File: src/verilog/timer_pkg.sv
package timer_pkg;
    localparam int          NCH          = 5;
    localparam logic [15:0] CNT_RST      = 16'h0000;
    localparam logic [15:0] GEN_RST      = 16'hFFFF;
    localparam logic [15:0] CNT_TOP      = 16'hFFFF;
    localparam logic [15:0] CNT_ONE      = 16'h0001;
    localparam logic [7:0]  STAT_RST     = 8'hC0;
    // word index layout: ch*8 + reg
    localparam logic [2:0]  R_STATUS     = 3'h0;
    localparam logic [2:0]  R_COUNTER    = 3'h1;
    localparam logic [2:0]  R_GEN_A      = 3'h2;
    localparam logic [2:0]  R_GEN_B      = 3'h3;
    localparam logic [2:0]  R_GEN_C      = 3'h4;
    localparam logic [2:0]  R_GEN_D      = 3'h5;
    localparam logic [2:0]  R_CTRL       = 3'h6;
    localparam logic [2:0]  R_IRQEN      = 3'h7;
    localparam logic [2:0]  R_START      = 3'h0;
    localparam logic [2:0]  GLOBAL_CH    = 3'h5;
    // status bit positions
    localparam int          B_DIR        = 7;
    localparam int          B_RES6       = 6;
    localparam int          B_UNF        = 5;
    localparam int          B_OVF        = 4;
    // control register fields
    localparam int          C_CAP0       = 0;
    localparam int          C_DOWN       = 4;
    localparam int          C_UDMODE     = 5;
    localparam int          C_BUFA       = 6;
    localparam int          C_BUFB       = 7;
    localparam logic [7:0]  IRQEN_RST    = 8'h00;
endpackage : timer_pkg

File: src/verilog/timer_status_counter_compare.sv
`timescale 1ns/100ps
module timer_status_counter_compare
    import timer_pkg::*;
(
    input  wire logic        clk_i,
    input  wire logic        rst_i,
    input  wire logic        standby_i,
    input  wire logic        count_en_i,
    input  wire logic [19:0] capture_i,
    input  wire logic [3:0]  xfer_clear_i,
    input  wire logic        ovf4_xfer_clear_i,
    input  wire logic        wb_cyc_i,
    input  wire logic        wb_stb_i,
    input  wire logic        wb_we_i,
    input  wire logic [7:0]  wb_adr_i,
    input  wire logic [3:0]  wb_sel_i,
    input  wire logic [31:0] wb_dat_i,
    output logic [31:0]      wb_dat_o,
    output logic             wb_ack_o,
    output logic [4:0]       irq_o
);
    // ****************************************
    // storage
    // ****************************************
    logic [15:0] cnt_reg   [NCH];
    logic [15:0] gen_reg   [NCH][4];
    logic [7:0]  stat_reg  [NCH];
    logic [7:0]  ctrl_reg  [NCH];
    logic [7:0]  ien_reg   [NCH];
    logic [4:0]  start_reg;
    logic [7:0]  read_snap [NCH];
    logic [19:0] cap_s1_reg;
    logic [19:0] cap_s2_reg;
    logic [19:0] cap_d_reg;
    logic        ce_s1_reg;
    logic        ce_s2_reg;
    logic        init;
    logic        req;
    logic [2:0]  a_ch;
    logic [2:0]  a_rg;
    logic [31:0] ch_rd     [NCH];
    logic [31:0] rd_next;

    assign init = rst_i | standby_i;
    assign req  = wb_cyc_i & wb_stb_i & ~wb_ack_o;
    assign a_ch = wb_adr_i[7:5];
    assign a_rg = wb_adr_i[4:2];

    // channel feature lookups
    function automatic logic has_cd(input int ch);
        return (ch == 0) || (ch == 3) || (ch == 4);
    endfunction : has_cd

    function automatic logic can_down(input int ch, input logic [7:0] ctl);
        if (ch == 0) begin
            return 1'b0;
        end
        return ctl[C_UDMODE];
    endfunction : can_down

    function automatic logic [7:0] stat_view(input int ch, input logic [7:0] s);
        logic [7:0] v;
        v = s;
        v[B_RES6] = 1'b1;
        if (ch == 0) begin
            v[B_DIR] = 1'b1;
        end
        if (!((ch == 1) || (ch == 2))) begin
            v[B_UNF] = 1'b0;
        end
        if (!has_cd(ch)) begin
            v[3:2] = 2'b00;
        end
        return v;
    endfunction : stat_view

    // zero-extended view of a 16-bit register
    function automatic logic [31:0] word16(input logic [15:0] w);
        return {16'h0000, w};
    endfunction : word16

    // a flag holds unless a software or transfer clear hits it
    function automatic logic keep_flag(input logic f, input logic sw, input logic hw);
        return f & ~sw & ~hw;
    endfunction : keep_flag

    // ****************************************
    // pin synchronisers
    // ****************************************
    // capture pins: two stages, then one more for the edge
    always_ff @(posedge clk_i) begin
        cap_s1_reg <= capture_i;
        cap_s2_reg <= cap_s1_reg;
        cap_d_reg  <= cap_s2_reg;
    end

    // count enable pin: two stages
    always_ff @(posedge clk_i) begin
        ce_s1_reg  <= count_en_i;
        ce_s2_reg  <= ce_s1_reg;
    end

    // ****************************************
    // per-channel counter, general regs, flags
    // ****************************************
    for (genvar c = 0; c < NCH; c++) begin : g_ch
        logic        hit_ch;
        logic        sel_word;
        logic        sel_byte;
        logic [3:0]  nreg;
        logic        cpl_mode;
        logic        down;
        logic        tick;
        logic [15:0] cnt_next;
        logic        at_top;
        logic        at_one;
        logic        at_zero;
        logic        ovf_up;
        logic        ovf_cpl;
        logic        ovf_ev;
        logic        unf_ev;
        logic        ovf_hw_clr;
        logic        wr_cnt;
        logic        wr_stat;
        logic        rd_stat;
        logic        wr_ctrl;
        logic        wr_ien;
        logic [7:0]  clr;
        logic [3:0]  gev;
        logic [3:0]  cap_edge;
        logic [7:0]  stat_next;
        logic [7:0]  snap_next;
        logic [31:0] rd_word;

        // this channel's slice of the bus
        assign hit_ch   = req & (a_ch == 3'(c));
        assign sel_word = &wb_sel_i[1:0];
        assign sel_byte = wb_sel_i[0];
        assign nreg     = has_cd(c) ? 4'h4 : 4'h2;

        // count direction and count tick
        assign cpl_mode = can_down(c, ctrl_reg[c]);
        assign down     = cpl_mode & ctrl_reg[c][C_DOWN];
        assign tick     = start_reg[c] & ce_s2_reg;
        assign cnt_next = down ? cnt_reg[c] - CNT_ONE : cnt_reg[c] + CNT_ONE;

        // wrap detection on the value about to step
        assign at_top     = (cnt_reg[c] == CNT_TOP);
        assign at_one     = (cnt_reg[c] == CNT_ONE);
        assign at_zero    = (cnt_reg[c] == CNT_RST);
        assign ovf_up     = !down & at_top;
        assign ovf_cpl    = (c == 4) & down & cpl_mode & at_one;
        assign ovf_ev     = tick & (ovf_up | ovf_cpl);
        assign unf_ev     = tick & down & at_zero;
        assign ovf_hw_clr = (c == 4) & ovf4_xfer_clear_i;

        // register strobes of this channel
        assign wr_cnt  = hit_ch & wb_we_i & (a_rg == R_COUNTER) & sel_word;
        assign wr_stat = hit_ch & wb_we_i & (a_rg == R_STATUS) & sel_byte;
        assign rd_stat = hit_ch & !wb_we_i & (a_rg == R_STATUS);
        assign wr_ctrl = hit_ch & wb_we_i & (a_rg == R_CTRL) & sel_byte;
        assign wr_ien  = hit_ch & wb_we_i & (a_rg == R_IRQEN) & sel_byte;

        // clear only bits written 0 that were read as 1
        assign clr = wr_stat ? (read_snap[c] & ~wb_dat_i[7:0]) : 8'h00;

        // counter: bus write beats the count tick
        always_ff @(posedge clk_i) begin
            if (init) begin
                cnt_reg[c] <= CNT_RST;
            end else if (wr_cnt) begin
                cnt_reg[c] <= wb_dat_i[15:0];
            end else if (tick) begin
                cnt_reg[c] <= cnt_next;
            end
        end

        // general registers: compare, capture, buffer
        for (genvar g = 0; g < 4; g++) begin : g_gen
            logic wr_g;
            logic is_cap;
            logic matched;
            logic buffered;
            logic buf_src;

            // strobes and match of this general register
            assign wr_g     = hit_ch & wb_we_i & (a_rg == R_GEN_A + 3'(g))
                              & sel_word;
            assign is_cap   = ctrl_reg[c][C_CAP0 + g];
            assign matched  = (cnt_reg[c] == gen_reg[c][g]);
            // a buffering C or D raises no flag of its own
            assign buffered = (g >= 2) & ctrl_reg[c][C_BUFA + (g & 1)] & has_cd(c);
            assign buf_src  = (g < 2) & ctrl_reg[c][C_BUFA + (g & 1)] & has_cd(c);
            assign cap_edge[g] = cap_s2_reg[c*4+g] & ~cap_d_reg[c*4+g];
            assign gev[g]   = (g < nreg) & !buffered
                              & (is_cap ? cap_edge[g] : matched);

            // load order: reset, bus write, capture, buffer reload
            always_ff @(posedge clk_i) begin
                if (init) begin
                    gen_reg[c][g] <= GEN_RST;
                end else if (wr_g && (g < nreg)) begin
                    gen_reg[c][g] <= wb_dat_i[15:0];
                end else if (is_cap && gev[g]) begin
                    gen_reg[c][g] <= cnt_reg[c];
                end else if (buf_src && !is_cap && matched) begin
                    gen_reg[c][g] <= gen_reg[c][g | 2];
                end
            end
        end

        // next status, a set event wins over any clear
        always_comb begin
            stat_next        = stat_reg[c];
            stat_next[B_DIR] = ~down;
            stat_next[B_OVF] = ovf_ev
                | keep_flag(stat_reg[c][B_OVF], clr[B_OVF], ovf_hw_clr);
            stat_next[B_UNF] = unf_ev
                | keep_flag(stat_reg[c][B_UNF], clr[B_UNF], 1'b0);
            for (int g = 0; g < 4; g++) begin
                stat_next[g] = gev[g]
                    | keep_flag(stat_reg[c][g], clr[g], xfer_clear_i[g]);
            end
        end

        // status register
        always_ff @(posedge clk_i) begin
            if (init) begin
                stat_reg[c] <= STAT_RST;
            end else begin
                stat_reg[c] <= stat_next;
            end
        end

        // flags software has seen as 1 and that are still set
        always_comb begin
            snap_next = read_snap[c] & stat_reg[c];
            if (rd_stat) begin
                snap_next = stat_view(c, stat_reg[c]);
            end
        end

        // snapshot register
        always_ff @(posedge clk_i) begin
            if (init) begin
                read_snap[c] <= 8'h00;
            end else begin
                read_snap[c] <= snap_next;
            end
        end

        // control register
        always_ff @(posedge clk_i) begin
            if (init) begin
                ctrl_reg[c] <= 8'h00;
            end else if (wr_ctrl) begin
                ctrl_reg[c] <= wb_dat_i[7:0];
            end
        end

        // interrupt enable register
        always_ff @(posedge clk_i) begin
            if (init) begin
                ien_reg[c] <= IRQEN_RST;
            end else if (wr_ien) begin
                ien_reg[c] <= wb_dat_i[7:0];
            end
        end

        // read view of this channel's registers
        always_comb begin
            case (a_rg)
                R_STATUS:  rd_word = {24'h00_0000, stat_view(c, stat_reg[c])};
                R_COUNTER: rd_word = word16(cnt_reg[c]);
                R_GEN_A:   rd_word = word16(gen_reg[c][0]);
                R_GEN_B:   rd_word = word16(gen_reg[c][1]);
                R_GEN_C:   rd_word = has_cd(c) ? word16(gen_reg[c][2]) : 32'h0000_0000;
                R_GEN_D:   rd_word = has_cd(c) ? word16(gen_reg[c][3]) : 32'h0000_0000;
                R_CTRL:    rd_word = {24'h00_0000, ctrl_reg[c]};
                default:   rd_word = {24'h00_0000, ien_reg[c]};
            endcase
        end
        assign ch_rd[c] = rd_word;
    end

    // ****************************************
    // interrupt requests
    // ****************************************
    // one request line per channel, gated by its enable register
    always_ff @(posedge clk_i) begin
        if (init) begin
            irq_o <= 5'h00;
        end else begin
            for (int c = 0; c < NCH; c++) begin
                irq_o[c] <= |(stat_view(c, stat_reg[c]) & ien_reg[c] & 8'h3F);
            end
        end
    end

    // ****************************************
    // start register
    // ****************************************
    always_ff @(posedge clk_i) begin
        if (init) begin
            start_reg <= 5'h00;
        end else if (req && wb_we_i && a_ch == GLOBAL_CH && a_rg == R_START && wb_sel_i[0]) begin
            start_reg <= wb_dat_i[4:0];
        end
    end

    // ****************************************
    // wishbone read and acknowledge
    // ****************************************
    // read mux over the channels and the start register
    always_comb begin
        rd_next = 32'h0000_0000;
        if (a_ch == GLOBAL_CH && a_rg == R_START) begin
            rd_next = {27'h000_0000, start_reg};
        end
        for (int c = 0; c < NCH; c++) begin
            if (a_ch == 3'(c)) begin
                rd_next = ch_rd[c];
            end
        end
    end

    // acknowledge one cycle after a taken request, data with it
    always_ff @(posedge clk_i) begin
        if (rst_i) begin
            wb_ack_o <= 1'b0;
            wb_dat_o <= 32'h0000_0000;
        end else begin
            wb_ack_o <= req;
            if (req && !wb_we_i) begin
                wb_dat_o <= rd_next;
            end else begin
                wb_dat_o <= 32'h0000_0000;
            end
        end
    end
endmodule : timer_status_counter_compare

File: config.mk
export PLATFORM = sky130hd
export DESIGN_NAME = timer_status_counter_compare
export DESIGN_NICKNAME = d
export VERILOG_FILES = /design/src/verilog/timer_pkg.sv /design/src/verilog/timer_status_counter_compare.sv
export SDC_FILE = /design/constraint.sdc
export NUM_CORES = 1
export LEC_CHECK = 0
export BUFFER_PORTS_ARGS = -buffer_cell sky130_fd_sc_hd__buf_4
export CELL_PAD_IN_SITES_DETAIL_PLACEMENT = 0
export CELL_PAD_IN_SITES_GLOBAL_PLACEMENT = 1
export CORE_MARGIN = 3
export CORE_UTILIZATION = 40
export CTS_CLUSTER_DIAMETER = 60
export DETAILED_ROUTE_END_ITERATION = 8
export PLACE_DENSITY = 0.65
export SLEW_MARGIN = 0
export SYNTH_ARGS = -nofsm -noshare
export SYNTH_HDL_FRONTEND = slang
export SYNTH_SLANG_ARGS = --single-unit
File: constraint.sdc
create_clock -name clk_i -period 4.1 [get_ports clk_i]
set_clock_uncertainty 0.2 [all_clocks]
set_input_delay 0.41 -clock clk_i [delete_from_list [all_inputs] [get_ports clk_i]]
set_output_delay 0.41 -clock clk_i [all_outputs]
set_load 0.05 [all_outputs]
==> results.sh, run 1 <==
export IMPL_drive_above_1_share=0.124
export IMPL_cts_sinks=543
export IMPL_synth_top_area_share=0.398
export IMPL_synth_cell_types=86
export IMPL_yosysSeqAreaShare=0.479
export IMPL_fin_crit_ps=3450
export IMPL_finalSetupTns_ps=0
export IMPL_drc=0
export IMPL_die_area_mm2=0.0818
export IMPL_cap_violations=0
export IMPL_wl_um=124000
export IMPL_p_switching_mw=3.66
export IMPL_busiest_layer="met2"
export IMPL_drv_slew=0
export IMPL_viasPerCell=6.28
export IMPL_die_width_um=286
export IMPL_clk_latency_ps=620
export IMPL_die_h_um=286
export IMPL_io_buffers=73
export IMPL_path_buf_inv=0
export IMPL_use_met1=0.413
export IMPL_p_int_mw=10.5
export IMPL_coreArea_mm2=0.0776
export IMPL_clk_pin_slew_worst_paths_ps=60
export IMPL_synth_common_cells="edfxtp_1, nor2_1, clkbuf_1, nand2_1, xor2_1"
export IMPL_fillers=7315
export IMPL_cts_max_path_buffers=3
export IMPL_core_rowCount=102
export IMPL_ys_ff_latch=543
export IMPL_setup_viol=0
export IMPL_grt_max_degree=85
export IMPL_seqPwrFrac=0.439
export IMPL_cts_buffers=73
export IMPL_swShare=0.259
export IMPL_cts_tree="done"
export IMPL_total_power_mw=14.1
export IMPL_vias=26600
export IMPL_grt_overflow=0
export IMPL_rsz0062_at_grt="false"
export IMPL_synth_edf_count=416
export IMPL_max_freq_mhz=290
export IMPL_synth_most_common_cell="edfxtp_1"
export IMPL_async_reset_ff_frac=0
export IMPL_yosys_area_top_type="edfxtp_1"
export IMPL_avgSynthCellArea_um2=10.0
export IMPL_power_frac_comb=0.090
export IMPL_cts_root_buf="clkbuf_16"
export IMPL_critical_path_required_ps=4210
export IMPL_gp_congestion=0.910
export IMPL_fin_nets=3214
export IMPL_min_path_type="input port to flip-flop"
export IMPL_path_class="flip-flop to flip-flop"
export IMPL_gr_usage_met2=0.449
export IMPL_yosysWarnings=0
export IMPL_end_kind="flip-flop"
export IMPL_synth_cells=3134
export IMPL_synthFlopType="edfxtp_1"
export IMPL_p_leak_nw=11.5
export IMPL_grt_util_met3=0.0410
export IMPL_p_per_area_mw_per_mm2=395
export IMPL_hold_viol=0
export IMPL_grt_pass1_vias=25600
export IMPL_worst_slew_pin_slew_ps=1370
export IMPL_crit_family="compound AO/OA/AOI/OAI gates"
export IMPL_critPathArrivalTime_ps=3560
export IMPL_dpl_hpwl_um=83500
export IMPL_netlist_area_mm2=0.0314
export IMPL_first_pass_iters=6
export IMPL_ir_drop_uv=299
export IMPL_worstPathMaxFanout=17
export IMPL_crit_chain="nand3b_1 > a211oi_2 > nand2b_1 > o221ai_1"
export IMPL_min_period_over_period=0.842
export IMPL_relSlewSlack=0.0876
export IMPL_final_seq_area_mm2=0.0150
export IMPL_fin_hold_ws_ps=95.8
export IMPL_slowest_stage="a211oi_2"
export IMPL_area_growth_pct=14.0
export IMPL_largest_register_ffs=256
export IMPL_netlist_top_cells_area="edfxtp_1, dfxtp_1, xor2_1, o22a_1, xnor2_1"
export IMPL_power_clock_fraction=0.470
export IMPL_grt_antenna_before_repair=1
export IMPL_wl_per_cell_um=29.2
export IMPL_grt_pass1_wl_um=179000
export IMPL_io_pins=114
export IMPL_outcome="completed"
export IMPL_cts_max_level=3
export IMPL_initial_core_util=0.404
export IMPL_dr_first_iter_drc_count=3148
export IMPL_worstSetupStartpointType="flip-flop"
export IMPL_grtUsageTotal=0.295
export IMPL_multiInputGateArea_mm2=0.0150
export IMPL_final_antenna_net_count=0
export IMPL_max_stage_delay_ps=1170
## placed cells by master (no fill, tap or decap), types with 19 or more instances in the layout
master / n
xor2_1: 181
dlygate4sd3_1: 22
o22a_1: 158
mux2i_1: 72
o22ai_1: 104
clkbuf_16: 82
and2_1: 81
buf_4: 198
nand2b_1: 24
a22o_1: 39
inv_1: 45
mux2_2: 28
nand3_1: 73
nand4_1: 56
dfxtp_1: 127
nor3_1: 42
a31oi_1: 19
a22oi_1: 31
nor4_1: 53
o221ai_1: 33
a221oi_1: 28
xnor2_1: 151
o21ai_0: 103
a211oi_1: 23
nand2_1: 188
edfxtp_1: 416
nand3b_1: 33
o211a_1: 22
o211ai_1: 21
a21oi_1: 144
nor2_1: 322
## worst register-to-register path: stages (launching register included)
cell and delay [ps]:
edfxtp_1 490, nand3b_1 290, a211oi_2 1170, nand2b_1 730, o221ai_1 270
## path summary, 6_finish.rpt
kind | startpoint | depth (start not counted) | endpoint | slack [ps]
worst min-delay path | wb_adr_i[6] | 3 | wb_dat_o[1] | 100
worst max register to register | ctrl_reg[4][0] | 4 | gen_reg[4][59] | 650
worst min register to register | cap_s1_reg[14] | 0 | cap_s2_reg[14] | 130
worst max-delay path | ctrl_reg[4][0] | 4 | gen_reg[4][59] | 650
## power groups by stage
stage,Sequential [mW],Clock (mW),Combinational [mW]
floorplan,6.20,0,0.792
detailed placement,6.32,0,1.23
global route,6.22,6.94,1.33
global placement,6.32,0,1.22
CTS,6.21,6.74,1.25
finish,6.21,6.64,1.28
## layer usage
| layer | part of all wire | vias up |
|---|---|---|
| met5 | 0 | - |
| met4 | 0.051 | 0 |
| met3 | 0.084 | 213 |
| met2 | 0.44 | 1422 |
| met1 | 0.42 | 13300 |
| li1 | - | 11700 |
## cells by family (layout without fill, tap and decap cells)
family                   after synthesis  count (layout)  share of synthesized area
other                                  1              18                   0.000120
flip-flops                           543             543                      0.479
multiplexers                         110             110                     0.0402
XOR/XNOR                             332             332                     0.0927
buffers and inverters                360             402                     0.0465
adder cells (fa/ha/maj)                7               7                    0.00279
AO/OA/AOI/OAI                        816             816                      0.186
AND/OR/NAND/NOR                      965             965                      0.152
## layout make-up
| class | instances | area share |
|---|---|---|
| clock buffers | 101 | 0.0619 |
| inverters | 45 | 0.00473 |
| repair buffers | 222 | 0.0489 |
| clock inverters | 34 | 0.00851 |
| well taps | 1040 | 0.0364 |
| flip-flops and latches | 543 | 0.421 |
| diodes | 2 | 0.000140 |
| multi-input cells | 2246 | 0.419 |
## repair_timing
item,in CTS,in global routing
hold buffers,22,0
buffers inserted,0,0
endpoints found under the hold margin,25,0
endpoints found under the setup margin,0,0
gates resized for setup,0,0
## metrics by stage
step,cells,setup WS [ps],cell area (µm²),util
final,4233,646,35700,0.461
after floorplan,3149,865,31400,-
after global placement,4074,478,33000,0.425
after global routing,4231,444,35700,0.460
after CTS,4231,655,35700,0.460
after detailed placement,4074,455,33000,0.425
(Power assumes the default switching activity.)
==> run 2: changes to the inputs <==
--- a/config.mk
+++ b/config.mk
@@ -12,7 +12,7 @@
 export CORE_UTILIZATION = 40
 export CTS_CLUSTER_DIAMETER = 60
 export DETAILED_ROUTE_END_ITERATION = 8
-export PLACE_DENSITY = 0.65
+export PLACE_DENSITY = 0.68
 export SLEW_MARGIN = 0
 export SYNTH_ARGS = -nofsm -noshare
 export SYNTH_HDL_FRONTEND = slang
==> constraint.sdc (replaced) <==
create_clock -name clk_i -period 3 [get_ports clk_i]
set_clock_uncertainty 0.2 [all_clocks]
set_input_delay 0.3 -clock clk_i [delete_from_list [all_inputs] [get_ports clk_i]]
set_output_delay 0.3 -clock clk_i [all_outputs]
set_load 0.05 [all_outputs]
==> run 2 against run 1 <==
  * Non-clock buffer count up 142
  * Total power rose by 36%
  * First-iteration DRC count increased by 17%
  * Global-route usage grew 0.41 points
  * Fmax increased by 25%
  * Cell area grew 3.0%
  * Routed wire length rose by 1.1%
  * Highest routed layer is now met5
  * Sequential power is 36% higher
  * Clock power up 33%
==> results.sh, run 2 (same netlist as run 1, synthesis figures left out) <==
export IMPL_dpl_hpwl_um=86000
export IMPL_final_design_area_no_fill_mm2=0.0368
export IMPL_layout_common_cells="edfxtp_1, buf_4, nor2_1, nand2_1, xor2_1"
export IMPL_min_period_over_period=0.924
export IMPL_outcome="completed"
export IMPL_worstSetupStartpointType="flip-flop"
export IMPL_min_path_type="input port to flip-flop"
export IMPL_final_antenna_net_count=0
export IMPL_multiInputGateArea_mm2=0.0150
export IMPL_fin_crit_ps=2770
export IMPL_cts_max_level=3
export IMPL_io_pins=114
export IMPL_dp_slack_ps=45.6
export IMPL_first_pass_iters=6
export IMPL_area_growth_pct=17.3
export IMPL_grt_overflow=0
export IMPL_rsz0062_at_grt="false"
export IMPL_fin_hold_ws_ps=81.9
export IMPL_fin_nets=3353
export IMPL_p_leak_nw=12.2
export IMPL_die_area_mm2=0.0818
export IMPL_layout_commonest_cell="edfxtp_1"
export IMPL_clk_latency_ps=620
export IMPL_grtUsageTotal=0.299
export IMPL_post_cts_resized=0
export IMPL_placed_cell_area_mm2=0.0341
export IMPL_clk_pin_slew_worst_paths_ps=60
export IMPL_gp_congestion=0.944
export IMPL_grt_pass1_vias=26400
export IMPL_critical_path_required_ps=3160
export IMPL_ctsHoldBuffers=25
export IMPL_cts_root_buf="clkbuf_16"
export IMPL_grt_pass1_wl_um=182000
export IMPL_wl_per_cell_um=28.6
export IMPL_io_buffers=73
export IMPL_finalSetupTns_ps=0
export IMPL_path_class="flip-flop to flip-flop"
export IMPL_ir_drop_uv=400
export IMPL_max_freq_mhz=361
export IMPL_worstPathMaxFanout=4
export IMPL_worst_slew_pin_slew_ps=837
export IMPL_grt_max_degree=56
export IMPL_fillers=7296
export IMPL_die_h_um=286
export IMPL_wl_um=125000
export IMPL_relSlewSlack=0.427
export IMPL_largest_register_ffs=256
export IMPL_setup_slack_ps=228
export IMPL_slowest_stage="or4_1"
export IMPL_drive_above_1_share=0.156
export IMPL_crit_chain="nand2_1 > xnor2_1 > ha_1 > nor4_1 > a211oi_1 > or4_1 > o31ai_1 > xnor2_1 > o21ai_0"
export IMPL_cts_max_path_buffers=3
export IMPL_max_stage_delay_ps=520
export IMPL_hold_viol=0
export IMPL_coreArea_mm2=0.0776
export IMPL_critPathArrivalTime_ps=2930
export IMPL_reg2reg_depth=9
export IMPL_drv_slew=0
export IMPL_final_seq_area_mm2=0.0150
export IMPL_core_rowCount=102
export IMPL_dr_first_iter_drc_count=3697
export IMPL_drc=0
export IMPL_cap_violations=0
export IMPL_die_width_um=286
export IMPL_cts_buffers=70
export IMPL_p_per_area_mw_per_mm2=522
export IMPL_cts_sinks=543
export IMPL_cts_tree="done"
export IMPL_hold_depth=2
export IMPL_viasPerCell=6.23
export IMPL_initial_core_util=0.404
export IMPL_cp_common_cell="xnor2_1"
export IMPL_end_kind="flip-flop"
export IMPL_grt_antenna_before_repair=5
export IMPL_vias=27200
export IMPL_post_cts_buffers=0
export IMPL_setup_viol=0
[run 2: changes by cell type in the layout (fill, tap and decap cells not counted), sizes merged]
cell / delta
clkinv: -10
clkinvlp: -3
inv: +2
buf: +139
dlygate4sd3: +3
clkbuf: +5
bufinv: +1
[run 2: final timing paths]
check	from	to	slack, ps
setup / recovery	ctrl_reg[3][5]	cnt_reg[3][14]	230
setup reg to reg	ctrl_reg[3][5]	cnt_reg[3][14]	230
hold reg to reg	cap_s1_reg[4]	cap_s2_reg[4]	120
hold / removal	wb_dat_i[2]	ien_reg[4][2]	80
[run 2: through the flow]
stage,cells,total power [mW],utilization
after detailed placement,4213,10.4,0.440
after floorplan,3149,9.55,-
after global routing,4369,19.7,0.474
after CTS,4368,19.3,0.474
after global placement,4213,10.4,0.440
final,4370,19.2,0.474
[run 2: area by class of cell]
type | instances | share of cell area
clock buffers | 106 | 0.0578
flip-flops and latches | 543 | 0.409
well taps | 1040 | 0.0354
clock inverters | 24 | 0.00782
repair buffers | 364 | 0.0790
diodes | 2 | 0.000136
inverters | 45 | 0.00459
multi-input cells | 2246 | 0.407
[run 2: critical path, delay by kind of cell (launching register included)]
family	cells	cell delay, ps
compound gates	3	520
xor+xnor	2	300
fa+ha+maj	1	190
flops	1	410
simple gates	3	900
[run 2: metal layers]
metal	track usage	routed length, µm
met1	0.414	51800
met2	0.465	56300
met3	0.0443	11500
met4	0.130	5540
met5	0	27
[run 2: power breakdown]
part	switching, mW	internal [mW]	total, mW	leakage [nW]
logic	1.29	0.642	1.93	6.28
registers	0.191	8.23	8.42	4.74
clock network	3.48	5.37	8.86	1.18
total	4.96	14.2	19.2	12.2
